## src/rtl/mfp_map.svh

```systemverilog
// register map, preset tables and pin indices for the pin setup block
`ifndef MFP_MAP_SVH
`define MFP_MAP_SVH
`define MFP_OFS_DEV_CFG   8'h01
`define MFP_OFS_PIN_CFG1  8'h10
`define MFP_OFS_PIN_CFG2  8'h11
`define MFP_OFS_PIN_CFG3  8'h12
`define MFP_OFS_PIN_CFG4  8'h13
`define MFP_OFS_PRESET    8'h14
`define MFP_OFS_VID       8'h97
`define MFP_SETUP_BIT     5
`define MFP_VID_EN_BIT    7
`define MFP_RST_DEV_CFG   8'h00
`define MFP_RST_PRESET    8'h01
// presets packed as {cfg4, cfg3, cfg2, cfg1}
`define MFP_PRESET1       32'hac42ce7f
`define MFP_PRESET2       32'hac28cc7f
`define MFP_PRESET3       32'h5c12001e
`define MFP_PRESET4       32'hac42ce7f
`define MFP_PRESET5       32'hac42ce7f
`define MFP_SMB_ADDR      7'h2c
`define MFP_NUM_PINS      15
`define MFP_HOT_W         16
// digital multifunction pin slots
`define MFP_PIN_1         0
`define MFP_PIN_2         1
`define MFP_PIN_3         2
`define MFP_PIN_4         3
`define MFP_PIN_7         4
`define MFP_PIN_8         5
`define MFP_PIN_13        6
`define MFP_PIN_21        7
`define MFP_PIN_22        8
`define MFP_PIN_27        9
`define MFP_PIN_28        10
`define MFP_PIN_29        11
`define MFP_PIN_30        12
`define MFP_PIN_31        13
`define MFP_PIN_32        14
`endif

```

## src/rtl/mfp_pkg.sv

```systemverilog
// shared types for the pin setup block
`include "mfp_map.svh"
package mfp_pkg;
  typedef enum logic [3:0] {
    SB_IDLE, SB_ADDR, SB_ADDR_ACK, SB_CMD, SB_CMD_ACK,
    SB_WDATA, SB_WDATA_ACK, SB_RDATA, SB_RDATA_ACK
  } mfp_sb_state_t;
  typedef struct packed {
    logic       stb;
    logic [7:0] addr;
    logic [7:0] data;
  } mfp_reg_wr_t;
  typedef struct packed {
    logic [7:0] four;
    logic [7:0] three;
    logic [7:0] two;
    logic [7:0] one;
  } mfp_pin_cfg_t;
  typedef struct packed {
    logic          sclMeta, sclSync, sclPrev;
    logic          sdaMeta, sdaSync, sdaPrev;
    mfp_sb_state_t st;
    logic [3:0]    bitCnt;
    logic [7:0]    shifter;
    logic          rw, nack, sdaDrive;
    logic [7:0]    ptr;
    mfp_reg_wr_t   wr;
  } mfp_sb_t;
  typedef struct packed {
    logic [15:0] pre;
    logic [7:0]  phase;
    logic        pullLow;
  } mfp_fan_t;
  typedef struct packed {
    logic [7:0]                          devCfg;
    logic [7:0]                          preset;
    mfp_pin_cfg_t                        cfg;
    logic [`MFP_NUM_PINS-1:0]            pinMeta;
    logic [`MFP_NUM_PINS-1:0]            pinSync;
    logic [`MFP_NUM_PINS-1:0]            pinOe;
    logic [7:0]                          vidValue;
    logic [1:0][`MFP_HOT_W-1:0]          hotTime;
    logic [1:0]                          cpuHot;
    logic [1:0][1:0]                     ownDrive;
    logic [7:0]                          speedSense;
    logic [3:0]                          gpioLevel;
    logic                                caseOpen;
  } mfp_core_t;
endpackage

```

## src/rtl/mfp_smbus_slave.sv

```systemverilog
// two-wire register port: pointer write, data write, data read
`timescale 1ns/100ps
module mfp_smbus_slave #(
  parameter logic [6:0] DEV_ADDR = `MFP_SMB_ADDR
) (
  input  logic                 ref_clk, // system clock
  input  logic                 resetn,  // sync reset, low
  input  logic                 sclIn,   // clock pin level
  input  logic                 sdaIn,   // data pin level
  output logic                 sdaOut,  // data pin drive value
  output logic                 sdaOe,   // data pin pulled low
  output logic [7:0]           rdAddr,  // register being read
  input  logic [7:0]           rdData,  // value at rdAddr
  output mfp_pkg::mfp_reg_wr_t regWr    // one-cycle write strobe
);
  import mfp_pkg::*;
  mfp_sb_t s, next_s;
  logic sclRise, sclFall, startSeen, stopSeen;
  if (DEV_ADDR[6:3] == 4'h0 || DEV_ADDR[6:3] == 4'hf) begin : g_chk
    $error("reserved bus address");
  end
  assign sclRise = s.sclSync & ~s.sclPrev;
  assign sclFall = ~s.sclSync & s.sclPrev;
  assign startSeen = s.sclSync & s.sclPrev & s.sdaPrev & ~s.sdaSync;
  assign stopSeen = s.sclSync & s.sclPrev & ~s.sdaPrev & s.sdaSync;
  assign sdaOut = 1'b0;
  assign sdaOe = s.sdaDrive;
  assign rdAddr = s.ptr;
  assign regWr = s.wr;
  always_comb begin
    next_s = s;
    next_s.sclMeta = sclIn;
    next_s.sclSync = s.sclMeta;
    next_s.sclPrev = s.sclSync;
    next_s.sdaMeta = sdaIn;
    next_s.sdaSync = s.sdaMeta;
    next_s.sdaPrev = s.sdaSync;
    next_s.wr.stb = 1'b0;
    if (stopSeen) begin
      next_s.st = SB_IDLE;
      next_s.sdaDrive = 1'b0;
    end else if (startSeen) begin
      next_s.st = SB_ADDR;
      next_s.bitCnt = 4'h0;
      next_s.sdaDrive = 1'b0;
    end else if (sclRise) begin
      unique case (s.st)
        SB_ADDR, SB_CMD, SB_WDATA: begin
          next_s.shifter = {s.shifter[6:0], s.sdaSync};
          next_s.bitCnt = s.bitCnt + 4'h1;
        end
        SB_RDATA: next_s.bitCnt = s.bitCnt + 4'h1;
        SB_RDATA_ACK: next_s.nack = s.sdaSync;
        SB_IDLE, SB_ADDR_ACK, SB_CMD_ACK, SB_WDATA_ACK: ;
      endcase
    end else if (sclFall) begin
      unique case (s.st)
        SB_IDLE: ;
        SB_ADDR: if (s.bitCnt == 4'h8) begin
          next_s.st = SB_IDLE;
          if (s.shifter[7:1] == DEV_ADDR) begin
            next_s.rw = s.shifter[0];
            next_s.st = SB_ADDR_ACK;
            next_s.sdaDrive = 1'b1;
          end
        end
        SB_CMD: if (s.bitCnt == 4'h8) begin
          next_s.ptr = s.shifter;
          next_s.st = SB_CMD_ACK;
          next_s.sdaDrive = 1'b1;
        end
        SB_WDATA: if (s.bitCnt == 4'h8) begin
          next_s.wr = '{stb: 1'b1, addr: s.ptr, data: s.shifter};
          next_s.st = SB_WDATA_ACK;
          next_s.sdaDrive = 1'b1;
        end
        SB_CMD_ACK, SB_WDATA_ACK: begin
          next_s.sdaDrive = 1'b0;
          next_s.bitCnt = 4'h0;
          next_s.st = SB_WDATA;
          // pointer steps only after the write strobe used it
          if (s.st == SB_WDATA_ACK) next_s.ptr = s.ptr + 8'h01;
        end
        SB_RDATA: if (s.bitCnt == 4'h8) begin
          next_s.sdaDrive = 1'b0;
          next_s.st = SB_RDATA_ACK;
        end else begin
          next_s.sdaDrive = ~s.shifter[7];
          next_s.shifter = {s.shifter[6:0], 1'b0};
        end
        SB_ADDR_ACK, SB_RDATA_ACK: begin
          next_s.sdaDrive = 1'b0;
          next_s.bitCnt = 4'h0;
          next_s.st = SB_CMD;
          if ((s.st == SB_ADDR_ACK && s.rw) || (s.st == SB_RDATA_ACK && !s.nack)) begin
            next_s.st = SB_RDATA;
            next_s.sdaDrive = ~rdData[7];
            next_s.shifter = {rdData[6:0], 1'b0};
            next_s.ptr = s.ptr + 8'h01;
          end else if (s.st == SB_RDATA_ACK) begin
            next_s.st = SB_IDLE;
          end
        end
      endcase
    end
  end
  always_ff @(posedge ref_clk) begin
    if (!resetn) s <= '0;
    else s <= next_s;
  end
endmodule

```

## src/rtl/mfp_fan_drive.sv

```systemverilog
// open-drain pulse-width fan drive, high share set by duty
`timescale 1ns/100ps
module mfp_fan_drive #(
  parameter int PRESCALE = 4
) (
  input  logic       ref_clk, // system clock
  input  logic       resetn,  // sync reset, low
  input  logic [7:0] duty,    // high time in 1/256 steps
  input  logic       enable,  // pin serves as fan drive
  output logic       driveOe  // pull pin low
);
  import mfp_pkg::*;
  mfp_fan_t s, next_s;
  if (PRESCALE < 1 || PRESCALE > 65536) begin : g_chk
    $error("prescale out of range");
  end
  assign driveOe = s.pullLow;
  always_comb begin
    next_s = s;
    next_s.pre = s.pre + 16'h0001;
    if (s.pre == 16'(PRESCALE - 1)) begin
      next_s.pre = 16'h0000;
      next_s.phase = s.phase + 8'h01;
    end
    // released when disabled: the pull-up then runs the fan flat out
    next_s.pullLow = enable && (s.phase >= duty);
  end
  always_ff @(posedge ref_clk) begin
    if (!resetn) s <= '0;
    else s <= next_s;
  end
endmodule

```

## src/rtl/mfp_pin_setup.sv

```systemverilog
// multifunction pin setup: presets, per-pin overrides, pin functions
// Notes on behaviour
// - preset register bit n loads preset n+1
// - pin registers override functions after preset
// - monitoring runs only after setup-complete
// - preset one applies from reset
// - voltage-code enable overrides shared fan pins
// - register 1 picks speed senses, diodes
// - register 2 picks sense six, drive four
// - register 3 picks analog inputs, case-open
// - register 4 picks overtemp pins, drives
// - fan drives are open-drain pulse-width
// - voltage-code pins readable in value register
// - overtemp pins time hot input, drive out
// - general pins are open-drain, read back
// - preset two shares voltage-code, fan pins; presets here leave the voltage-code enable as it was
`timescale 1ns/100ps
module mfp_pin_setup #(
  parameter logic [6:0] DEV_ADDR = `MFP_SMB_ADDR,
  parameter int         FAN_PRESCALE = 4
) (
  input  logic                             ref_clk,       // 20 MHz clock
  input  logic                             resetn,        // sync reset, low
  input  logic                             sclIn,         // bus clock pin
  input  logic                             sdaIn,         // bus data pin in
  output logic                             sdaOut,        // bus data drive value
  output logic                             sdaOe,         // bus data pulled low
  input  logic [`MFP_NUM_PINS-1:0]         mfPinIn,       // pin levels
  output logic [`MFP_NUM_PINS-1:0]         mfPinOut,      // pin drive values
  output logic [`MFP_NUM_PINS-1:0]         mfPinOe,       // pins pulled low
  input  logic [3:0][7:0]                  fanDuty,       // fan drive duties
  input  logic [1:0]                       overtempReq,   // assert overtemp pins
  input  logic                             fanFault,      // fan fault seen
  input  logic [3:0]                       gpioDrive,     // general pin levels
  input  logic [1:0]                       hotTimeClr,    // clear hot timers
  output logic                             monitorEnable, // channels monitored
  output mfp_pkg::mfp_pin_cfg_t            pinCfg,        // live pin selects
  output logic [7:0]                       speedSense,    // speed sense levels
  output logic [1:0]                       cpuHot,        // hot input asserted
  output logic [1:0][`MFP_HOT_W-1:0]       hotTime,       // hot cycles counted
  output logic [3:0]                       gpioLevel,     // general pin readback
  output logic                             caseOpen,      // case-open level
  output logic [7:0]                       vidValue       // voltage-code value
);
  import mfp_pkg::*;

  localparam mfp_core_t RST = '{
    devCfg: `MFP_RST_DEV_CFG,
    preset: `MFP_RST_PRESET,
    cfg: `MFP_PRESET1,
    default: '0
  };
  localparam int TACH_PIN [8] = '{
    `MFP_PIN_1, `MFP_PIN_2, `MFP_PIN_3, `MFP_PIN_4,
    `MFP_PIN_7, `MFP_PIN_8, `MFP_PIN_21, `MFP_PIN_22
  };
  localparam int FAN_PIN [4] = '{
    `MFP_PIN_31, `MFP_PIN_32, `MFP_PIN_30, `MFP_PIN_13
  };
  localparam int GPIO_PIN [4] = '{
    `MFP_PIN_31, `MFP_PIN_32, `MFP_PIN_28, `MFP_PIN_29
  };
  localparam int THERM_PIN [2] = '{`MFP_PIN_28, `MFP_PIN_29};

  mfp_core_t   s, next_s;
  mfp_reg_wr_t regWr;
  logic [7:0]  rdAddr;
  logic [7:0]  rdData;
  logic        vidEn;
  logic        running;
  logic [7:0]  tachEn;
  logic [3:0]  fanEn;
  logic [3:0]  fanOe;
  logic [3:0]  gpioEn;
  logic [1:0]  thermEn;
  logic        ciEn;
  logic [6:0]  vidPins;

  // lowest set bit wins when the host sets several at once
  function automatic mfp_pin_cfg_t presetLoad(
    input logic [7:0]   sel,
    input mfp_pin_cfg_t cur
  );
    mfp_pin_cfg_t t;
    t = cur;
    if (sel[0]) begin
      t = `MFP_PRESET1;
    end else if (sel[1]) begin
      t = `MFP_PRESET2;
    end else if (sel[2]) begin
      t = `MFP_PRESET3;
    end else if (sel[3]) begin
      t = `MFP_PRESET4;
    end else if (sel[4]) begin
      t = `MFP_PRESET5;
    end
    // voltage-code enable is not part of any preset
    t.one[`MFP_VID_EN_BIT] = cur.one[`MFP_VID_EN_BIT];
    return t;
  endfunction

  mfp_smbus_slave #(
    .DEV_ADDR (DEV_ADDR)
  ) u_bus (
    .ref_clk (ref_clk),
    .resetn  (resetn),
    .sclIn   (sclIn),
    .sdaIn   (sdaIn),
    .sdaOut  (sdaOut),
    .sdaOe   (sdaOe),
    .rdAddr  (rdAddr),
    .rdData  (rdData),
    .regWr   (regWr)
  );

  genvar g;
  for (g = 0; g < 4; g++) begin : g_fan
    mfp_fan_drive #(
      .PRESCALE (FAN_PRESCALE)
    ) u_fan (
      .ref_clk (ref_clk),
      .resetn  (resetn),
      .duty    (fanDuty[g]),
      .enable  (fanEn[g] & running),
      .driveOe (fanOe[g])
    );
  end

  assign vidEn = s.cfg.one[`MFP_VID_EN_BIT];
  assign running = s.devCfg[`MFP_SETUP_BIT];

  // function decode from the live selects
  always_comb begin
    tachEn[0] = s.cfg.one[4] & ~vidEn;
    tachEn[1] = s.cfg.one[3] & ~vidEn;
    tachEn[2] = s.cfg.one[2] & ~vidEn;
    tachEn[3] = s.cfg.one[1] & ~vidEn;
    tachEn[4] = s.cfg.one[0];
    tachEn[5] = s.cfg.two[7];
    tachEn[6] = s.cfg.two[3];
    tachEn[7] = s.cfg.two[2];
    fanEn[0] = s.cfg.four[3] & ~vidEn;
    fanEn[1] = s.cfg.four[2] & ~vidEn;
    fanEn[2] = 1'b1;
    fanEn[3] = s.cfg.two[6];
    thermEn[0] = s.cfg.four[7] & ~vidEn;
    thermEn[1] = s.cfg.four[5];
    gpioEn[0] = ~s.cfg.four[3] & ~vidEn;
    gpioEn[1] = ~s.cfg.four[2] & ~vidEn;
    gpioEn[2] = (s.cfg.four[7:6] == 2'b01) & ~vidEn;
    gpioEn[3] = (s.cfg.four[5:4] == 2'b01);
    ciEn = s.cfg.three[1];
    vidPins = {
      s.pinSync[`MFP_PIN_28], s.pinSync[`MFP_PIN_32],
      s.pinSync[`MFP_PIN_31], s.pinSync[`MFP_PIN_4],
      s.pinSync[`MFP_PIN_3], s.pinSync[`MFP_PIN_2],
      s.pinSync[`MFP_PIN_1]
    };
  end

  always_comb begin
    unique case (rdAddr)
      `MFP_OFS_DEV_CFG: rdData = s.devCfg;
      `MFP_OFS_PIN_CFG1: rdData = s.cfg.one;
      `MFP_OFS_PIN_CFG2: rdData = s.cfg.two;
      `MFP_OFS_PIN_CFG3: rdData = s.cfg.three;
      `MFP_OFS_PIN_CFG4: rdData = s.cfg.four;
      `MFP_OFS_PRESET: rdData = s.preset;
      `MFP_OFS_VID: rdData = s.vidValue;
      default: rdData = 8'h00;
    endcase
  end

  always_comb begin
    next_s = s;
    next_s.pinMeta = mfPinIn;
    next_s.pinSync = s.pinMeta;
    if (regWr.stb) begin
      unique case (regWr.addr)
        `MFP_OFS_DEV_CFG: next_s.devCfg = regWr.data;
        `MFP_OFS_PIN_CFG1: next_s.cfg.one = regWr.data;
        `MFP_OFS_PIN_CFG2: next_s.cfg.two = regWr.data;
        `MFP_OFS_PIN_CFG3: next_s.cfg.three = regWr.data;
        `MFP_OFS_PIN_CFG4: next_s.cfg.four = regWr.data;
        `MFP_OFS_PRESET: begin
          next_s.preset = regWr.data;
          next_s.cfg = presetLoad(regWr.data, s.cfg);
        end
        default: ;
      endcase
    end

    // pin drive: open-drain everywhere, so only the enables move
    next_s.pinOe = '0;
    for (int i = 0; i < 4; i++) begin
      if (fanEn[i] && fanOe[i]) next_s.pinOe[FAN_PIN[i]] = 1'b1;
      if (gpioEn[i] && !gpioDrive[i]) next_s.pinOe[GPIO_PIN[i]] = 1'b1;
    end
    for (int i = 0; i < 2; i++) begin
      if (thermEn[i] && running && overtempReq[i]) begin
        next_s.pinOe[THERM_PIN[i]] = 1'b1;
      end
    end
    // full-speed-on-fault output when case-open is not selected
    if (!ciEn && running && fanFault) next_s.pinOe[`MFP_PIN_27] = 1'b1;

    // sensing side, held quiet until setup completes except the general pin readback
    for (int i = 0; i < 8; i++) begin
      next_s.speedSense[i] = running & tachEn[i] & s.pinSync[TACH_PIN[i]];
    end
    for (int i = 0; i < 4; i++) begin
      next_s.gpioLevel[i] = gpioEn[i] & s.pinSync[GPIO_PIN[i]];
    end
    next_s.caseOpen = running & ciEn & s.pinSync[`MFP_PIN_27];
    for (int i = 0; i < 2; i++) begin
      // own drive reads back low for two more cycles through the synchroniser
      next_s.ownDrive[i] = {s.ownDrive[i][0], s.pinOe[THERM_PIN[i]]};
      next_s.cpuHot[i] = running & thermEn[i] & ~s.pinSync[THERM_PIN[i]] &
                         ~s.pinOe[THERM_PIN[i]] & ~|s.ownDrive[i];
      if (hotTimeClr[i]) begin
        next_s.hotTime[i] = {{(`MFP_HOT_W-1){1'b0}}, s.cpuHot[i]};
      end else if (s.cpuHot[i] && s.hotTime[i] != {`MFP_HOT_W{1'b1}}) begin
        next_s.hotTime[i] = s.hotTime[i] + {{(`MFP_HOT_W-1){1'b0}}, 1'b1};
      end
    end
    if (!vidEn) begin
      next_s.vidValue = 8'h00;
    end else if (running) begin
      next_s.vidValue = {1'b0, vidPins};
    end
  end

  always_ff @(posedge ref_clk) begin
    if (!resetn) s <= RST;
    else s <= next_s;
  end

  assign mfPinOut = '0;
  assign mfPinOe = s.pinOe;
  assign monitorEnable = running;
  assign pinCfg = s.cfg;
  assign speedSense = s.speedSense;
  assign cpuHot = s.cpuHot;
  assign hotTime = s.hotTime;
  assign gpioLevel = s.gpioLevel;
  assign caseOpen = s.caseOpen;
  assign vidValue = s.vidValue;
endmodule

```

## config.mk

```make
export PLATFORM = sky130hd
export DESIGN_NAME = mfp_pin_setup
export DESIGN_NICKNAME = d
export VERILOG_FILES = /design/src/rtl/mfp_pkg.sv /design/src/rtl/mfp_smbus_slave.sv /design/src/rtl/mfp_fan_drive.sv /design/src/rtl/mfp_pin_setup.sv
export VERILOG_INCLUDE_DIRS = /design/src /design/src/rtl
export SDC_FILE = /design/constraint.sdc
export NUM_CORES = 1
export LEC_CHECK = 0
export ABC_CLOCK_PERIOD_IN_PS = 2900
export BUFFER_PORTS_ARGS = -buffer_cell sky130_fd_sc_hd__buf_2
export CAP_MARGIN = 25
export CORE_ASPECT_RATIO = 0.7
export CORE_UTILIZATION = 50
export DETAILED_ROUTE_END_ITERATION = 8
export PLACE_DENSITY = 0.7
export SYNTH_ARGS = -nofsm -noshare
export SYNTH_HDL_FRONTEND = slang
export SYNTH_SLANG_ARGS = --single-unit
```

## constraint.sdc

```tcl
create_clock -name ref_clk -period 2.9 [get_ports ref_clk]
set_input_delay 0 -clock ref_clk [delete_from_list [all_inputs] [get_ports ref_clk]]
set_output_delay 0 -clock ref_clk [all_outputs]
set_load 0.01 [all_outputs]
```

# After elaboration in Yosys (flattened, before gate mapping)
# Index checks and enable logic that the tools add are counted.
# op_classes
eq_ne	48
n_bitwise	70
n_reduce_logical	77
muxes	56
order_cmp	4
n_addsub	12
# ops
operator	n
two-way mux 32 bit	5
adder 16 x 1 -> 16 bit, second input constant	6
equality test 8 x 5 -> 1 bit, second input constant	10
case mux 8 bit (2 select lines)	5
equality test 16 x 2 -> 1 bit, second input constant	4
case mux 8 bit (7 select lines)	1
bitwise AND 1 bit	50
adder 8 x 1 -> 8 bit, second input constant	5
AND reduction 7 bit	5
greater-or-equal comparator 8 bit	4
two-way mux 8 bit	4
!= test 16 bit, second input constant	2
two-way mux 4 bit	6
case mux 4 bit (6 select lines)	1
case mux 8 bit (3 select lines)	1
two-way mux 1 bit	23
OR reduction 2 bit	11
logical AND 1 bit	21
NOT 1 bit	20
two-way mux 9 bit	2
two-way mux 17 bit	1
equality test 4 x 3 -> 1 bit, second input constant	4
equality test 8 x 1 -> 1 bit, second input constant	2
nonzero test 2 bit	8
other kinds (32)	66
# totals
reg_bits	301
input_bits	60

# Depth between registers and ports, before layout
# logic_depth
word_depth	8
depth_mapped	10
depth_no_buf	7

# Cells and area by module
# A second synthesis with hierarchy kept.
# unflattened
cells_unflattened	1737
hier_area_um2	15092.0
# modules_own_cells
module	cells_each	area_each_um2	seq_area_each_um2	instances
mfp_pin_setup	815	7054.3	2782.7	1
mfp_fan_drive	149	1286.2	500.5	4
mfp_smbus_slave	326	2892.8	1001.0	1

# Worst setup path before layout
# No wires, ideal clock.
# synth_timing
kind	register to register
startpoint	register u_bus.s, in the netlist u_bus.regWr[13]
endpoint	register s, in the netlist pinCfg[3]
period_less_slack_ns	2.136
n_path_buf	2
arrival_ns	1.994
setup_time_ns	0.142
path_slack_ns	0.764
stages_incl_launch_ff	8
path_cell_list	dfxtp_1 -> or4b_4 -> or2_1 -> or4_1 -> buf_2 -> buf_6 -> nand2_1 -> o211ai_2
# synth_between
elab_chain_len	3
elab_cells_between_ends	6
# synth_rtl
item	line_no	source
from (decl)	mfp_smbus_slave.sv:17	mfp_sb_t s, next_s;
from (signal assigned)	mfp_smbus_slave.sv:109	else s <= next_s;
equality test 8 x 5 -> 1 bit	mfp_pin_setup.sv:179	unique case (regWr.addr)
!= test 6 x 1 -> 1 bit (no source line) / nonzero test 2 bit (equally long branches)	n/a	
AND reduction 3 bit (no source line)	n/a	
to (signal assigned)	mfp_pin_setup.sv:235	else s <= next_s;
to (decl)	mfp_pin_setup.sv:65	mfp_core_t s, next_s;
# Parallel ways exist; a longest one is shown, timed or not. The select of a mux whose other input is x is not followed.
# A chain may end at the register's enable or synchronous reset.

# Worst setup path in the final report
# layout_timing
startpoint	register u_bus.s[47] (netlist name)
endpoint	register u_bus.s[38] (netlist name)
# layout_between
elab_chain_len	5
elab_cells_between_ends	15
# layout_rtl
item	line_no
bitwise AND 1 bit	mfp_smbus_slave.sv:24, mfp_smbus_slave.sv:25
bitwise AND 1 bit (on tied branches) (2 in series)	mfp_smbus_slave.sv:24, mfp_smbus_slave.sv:25
!= test 3 bit (no source line) (tied with other cells)	n/a
AND reduction 4 bit (no source line)	n/a
# Parallel ways exist; a longest one is shown, timed or not.

==> impl_metrics.json <==
{
  "wire_per_inst_um": 16.69,
  "clkLatencyLatePin_ps": 550,
  "irDropWorstVdd_mv": 0.4743,
  "port_buffers": 152,
  "multi_input_area_sq_mm": 0.007148,
  "syn_area_per_cell_sq_um": 8.641,
  "grt.met3_usage_pct": 5.728,
  "regArea_sq_mm": 0.005786,
  "stdcell_count": 2117,
  "nNetsFinal": 1837,
  "synth_top_cell_by_area": "sky130_fd_sc_hd__dfxtp_1",
  "die_h_um": 143.2,
  "grtUsageMet2_pct": 33.80,
  "power.leakage_nw": 6.498,
  "totalNegativeSetupSlack_ps": 0,
  "worst_setup_hold_path_clk_slew_ps": 60,
  "grt_start_max_net_pins": 90,
  "fp.coreArea_sq_mm": 0.02789,
  "first_global_vias": 10505,
  "cpMaxStageDelayCell": "sky130_fd_sc_hd__a2111oi_0",
  "max-slew-margin-rel_pct": 31.04,
  "clock_sinks": 289,
  "ys_seq_elements": 289,
  "htree_levels": 1,
  "floorplan.initialDensity_pct": 51.07,
  "hold-path-cell-count": 6,
  "grt_overflow_total": 0,
  "setup_violators_final": 0,
  "post-route-util_pct": 56.97,
  "number_of_vias_per_cell": 5.533,
  "post_cts.resized_instances": 0,
  "timing.final.crit_share_pct": 89.17,
  "async_flop_share_pct": 0,
  "postPlaceCellArea_sq_mm": 0.01457,
  "timing.rr.end": "u_bus.s[38]",
  "ys_warn_count": 0,
  "finClkSkew_ps": 8.925,
  "instance_count_after_placement_with_tap_cells_included": 2030,
  "timing.rr.start": "u_bus.s[47]",
  "ys_types": 72,
  "timing.critical_path.mode_cell": "sky130_fd_sc_hd__nand2b_1",
  "drt_first_iter_violations": 1042,
  "yosysSeqAreaShare_pct": 40.63,
  "cts-root-buf": "sky130_fd_sc_hd__clkbuf_16",
  "critical_path_class": "register to register",
  "critPathArrivalTime_ps": 3030,
  "grt_antenna_before_repair": 0,
  "timing.critical_path.from": "u_bus.s[47]",
  "floorplan.die_area_sq_mm": 0.02917,
  "grt_util_met1_pct": 35.80,
  "setup.worst_path.start_class": "register",
  "r2r_setup_slk_ps": 310,
  "dpl.hpwl_um": 25260,
  "outcome": "complete, no violations",
  "cts_post_setup_buffers_inserted": 0,
  "placementRows": 51,
  "grt_pass1_wl_um": 55830,
  "stdcell_area_sq_mm": 0.01589,
  "totalPowerFinal_mw": 8.135,
  "detail_route.drc_violations": 0,
  "cts_made_buffers": 29,
  "tritoncts": "done",
  "cellPowerDensity_mw_per_mm2": 512.1,
  "worst-r2r-cell-count": 7,
  "synth_cells": 1648,
  "drt.antenna.violating_nets": 0,
  "timing.final.crit_period_ps": 2586,
  "worst_slew_pin_slew_ps": 1034,
  "worst_hold_path_type": "input pin to register",
  "layout.cells.most_common": "sky130_fd_sc_hd__dfxtp_1",
  "area_delta_synth_final_pct": 11.56,
  "crit_chain": "inv_1, ha_1, nand2b_1, a2111oi_0, o32ai_1, nand2b_1, mux2i_1",
  "crit_required_ps": 3340,
  "wl_um": 35340,
  "fill_cells": 2454,
  "critical_path.max_stage_delay_ps": 760,
  "critPathCaptureType": "register",
  "layout-drive-gt1-share_pct": 13.75,
  "synth-main-ff-cell": "sky130_fd_sc_hd__dfxtp_1",
  "number_of_buffers_on_the_longest_clock_path": 3,
  "drv.max_cap_violation_count": 0,
  "synth_edf_count": 0,
  "io_count": 180,
  "first_pass_iters": 5,
  "groute.usage.overall_pct": 23.79,
  "routed-via-count": 11714,
  "grt_setup_unrepaired": "no",
  "hold_viol_final": 0,
  "critPathCapture": "u_bus.s[38]",
  "worst-path-max-fanout": 11,
  "routabilityCongestion": 0.9313,
  "dieWidth_um": 203.7,
  "most_used_cells_in_the_layout_excluding_fill_and_tap_cells": "289 x sky130_fd_sc_hd__dfxtp_1, 202 x sky130_fd_sc_hd__nor2_1, 152 x sky130_fd_sc_hd__buf_2",
  "post_synth_instance_area_sq_mm": 0.01424,
  "synthTopCellsByArea": "sky130_fd_sc_hd__dfxtp_1 41%, sky130_fd_sc_hd__buf_4 6.2%, sky130_fd_sc_hd__nor2_1 5.3%",
  "grt_busiest_layer": "met1",
  "yosysTopAreaCellShare_pct": 40.63,
  "maxSlewViolCount": 0,
  "highest_clock_frequency_the_design_can_meet_mhz": 386.7
}
state kept, by name, indices dropped and copies added (netlist names):
name and cells:
caseOpen 1, cpuHot 2, g_fan.u_fan.driveOe 4, g_fan.u_fan.s 96
gpioLevel 4, hotTime 32, mfPinOe 7, monitorEnable 1
next_s 15, pinCfg 32, s 30, speedSense 8
u_bus.next_s 4, u_bus.rdAddr 8, u_bus.regWr 17, u_bus.s 20
u_bus.sdaOe 1, vidValue 7
repair_timing:
| action | 4_1_cts | 5_1_grt |
|---|---|---|
| hold endpoints to repair | 28 | 0 |
| hold buffers | 36 | 0 |
| endpoints found under the setup margin | 0 | 0 |
report_power, final:
part	leakage, nW	switching [mW]	internal (mW)
clock	0.478	1.58	2.19
combinational	3.68	0.184	0.132
sequential	2.34	0.0375	4.02
routing by layer:
metal | vias up | part of all wire (%)
li1 | 5774 | -
met1 | 5469 | 49
met2 | 426 | 40
met3 | 45 | 8.9
met4 | 0 | 1.5
met5 | - | 0
worst min-delay path by stage:
stage / start / endpoint / slack [ps]
2_1_floorplan: mfPinIn[0] / next_s[74] / 130
3_3_place_gp: mfPinIn[9] / next_s[83] / 210
3_5_place_dp: mfPinIn[7] / next_s[81] / 210
6_report: fanDuty[22] / g_fan[2].u_fan.driveOe / 40
5_1_grt: fanDuty[22] / g_fan[2].u_fan.driveOe / 50
4_1_cts: fanDuty[22] / g_fan[2].u_fan.driveOe / 40
critical path: cells and delay by family, from the launching register on:
| kind | cells | cell delay, ps |
|---|---|---|
| muxes | 1 | 80 |
| buffers and inverters | 1 | 60 |
| and+or+nand+nor | 2 | 500 |
| adders and majority gates | 1 | 300 |
| AOI/OAI and AO/OA | 2 | 1170 |
| DFF | 1 | 360 |
Yosys cell counts, types with 48 or more instances:
cell type	count
sky130_fd_sc_hd__ha_1	51
sky130_fd_sc_hd__nand3_1	52
sky130_fd_sc_hd__xor2_1	48
sky130_fd_sc_hd__dfxtp_1	289
sky130_fd_sc_hd__clkbuf_1	59
sky130_fd_sc_hd__nand2_1	112
sky130_fd_sc_hd__a21oi_1	67
sky130_fd_sc_hd__inv_1	62
sky130_fd_sc_hd__buf_4	117
sky130_fd_sc_hd__nor2_1	202
sky130_fd_sc_hd__o21ai_0	60
sky130_fd_sc_hd__mux2i_1	66
per-stage QoR:
step | setup WS (ps) | hold WS [ps]
floorplan | 764.4 | 127.3
global placement | 471.3 | 205.4
detailed placement | 405.6 | 209.8
CTS | 365.7 | 40.51
global route | 89.32 | 53.89
finish | 314.1 | 39.59
cell type report:
class,count,area share (%)
antenna,1,0.01575
clock buffer,39,5.245
clock inverter,11,0.7718
inverter,63,1.489
multi-input combinational,1132,44.99
sequential,289,36.42
tap,371,2.922
timing repair buffer,211,8.144
cells by family (layout without fill, tap and decap cells):
| logic type | count (synthesis) | in the layout | synth area share [%] |
|---|---|---|---|
| simple gates | 639 | 639 | 22.84 |
| compound gates | 260 | 260 | 11.97 |
| buf+inv | 251 | 324 | 9.806 |
| mux | 67 | 67 | 4.718 |
| fa+ha+maj | 51 | 51 | 4.481 |
| other cells | 1 | 26 | 0.02633 |
| xor+xnor | 90 | 90 | 5.535 |
| flops | 289 | 289 | 40.63 |
Note: power is estimated with default switching activity, not from simulation.
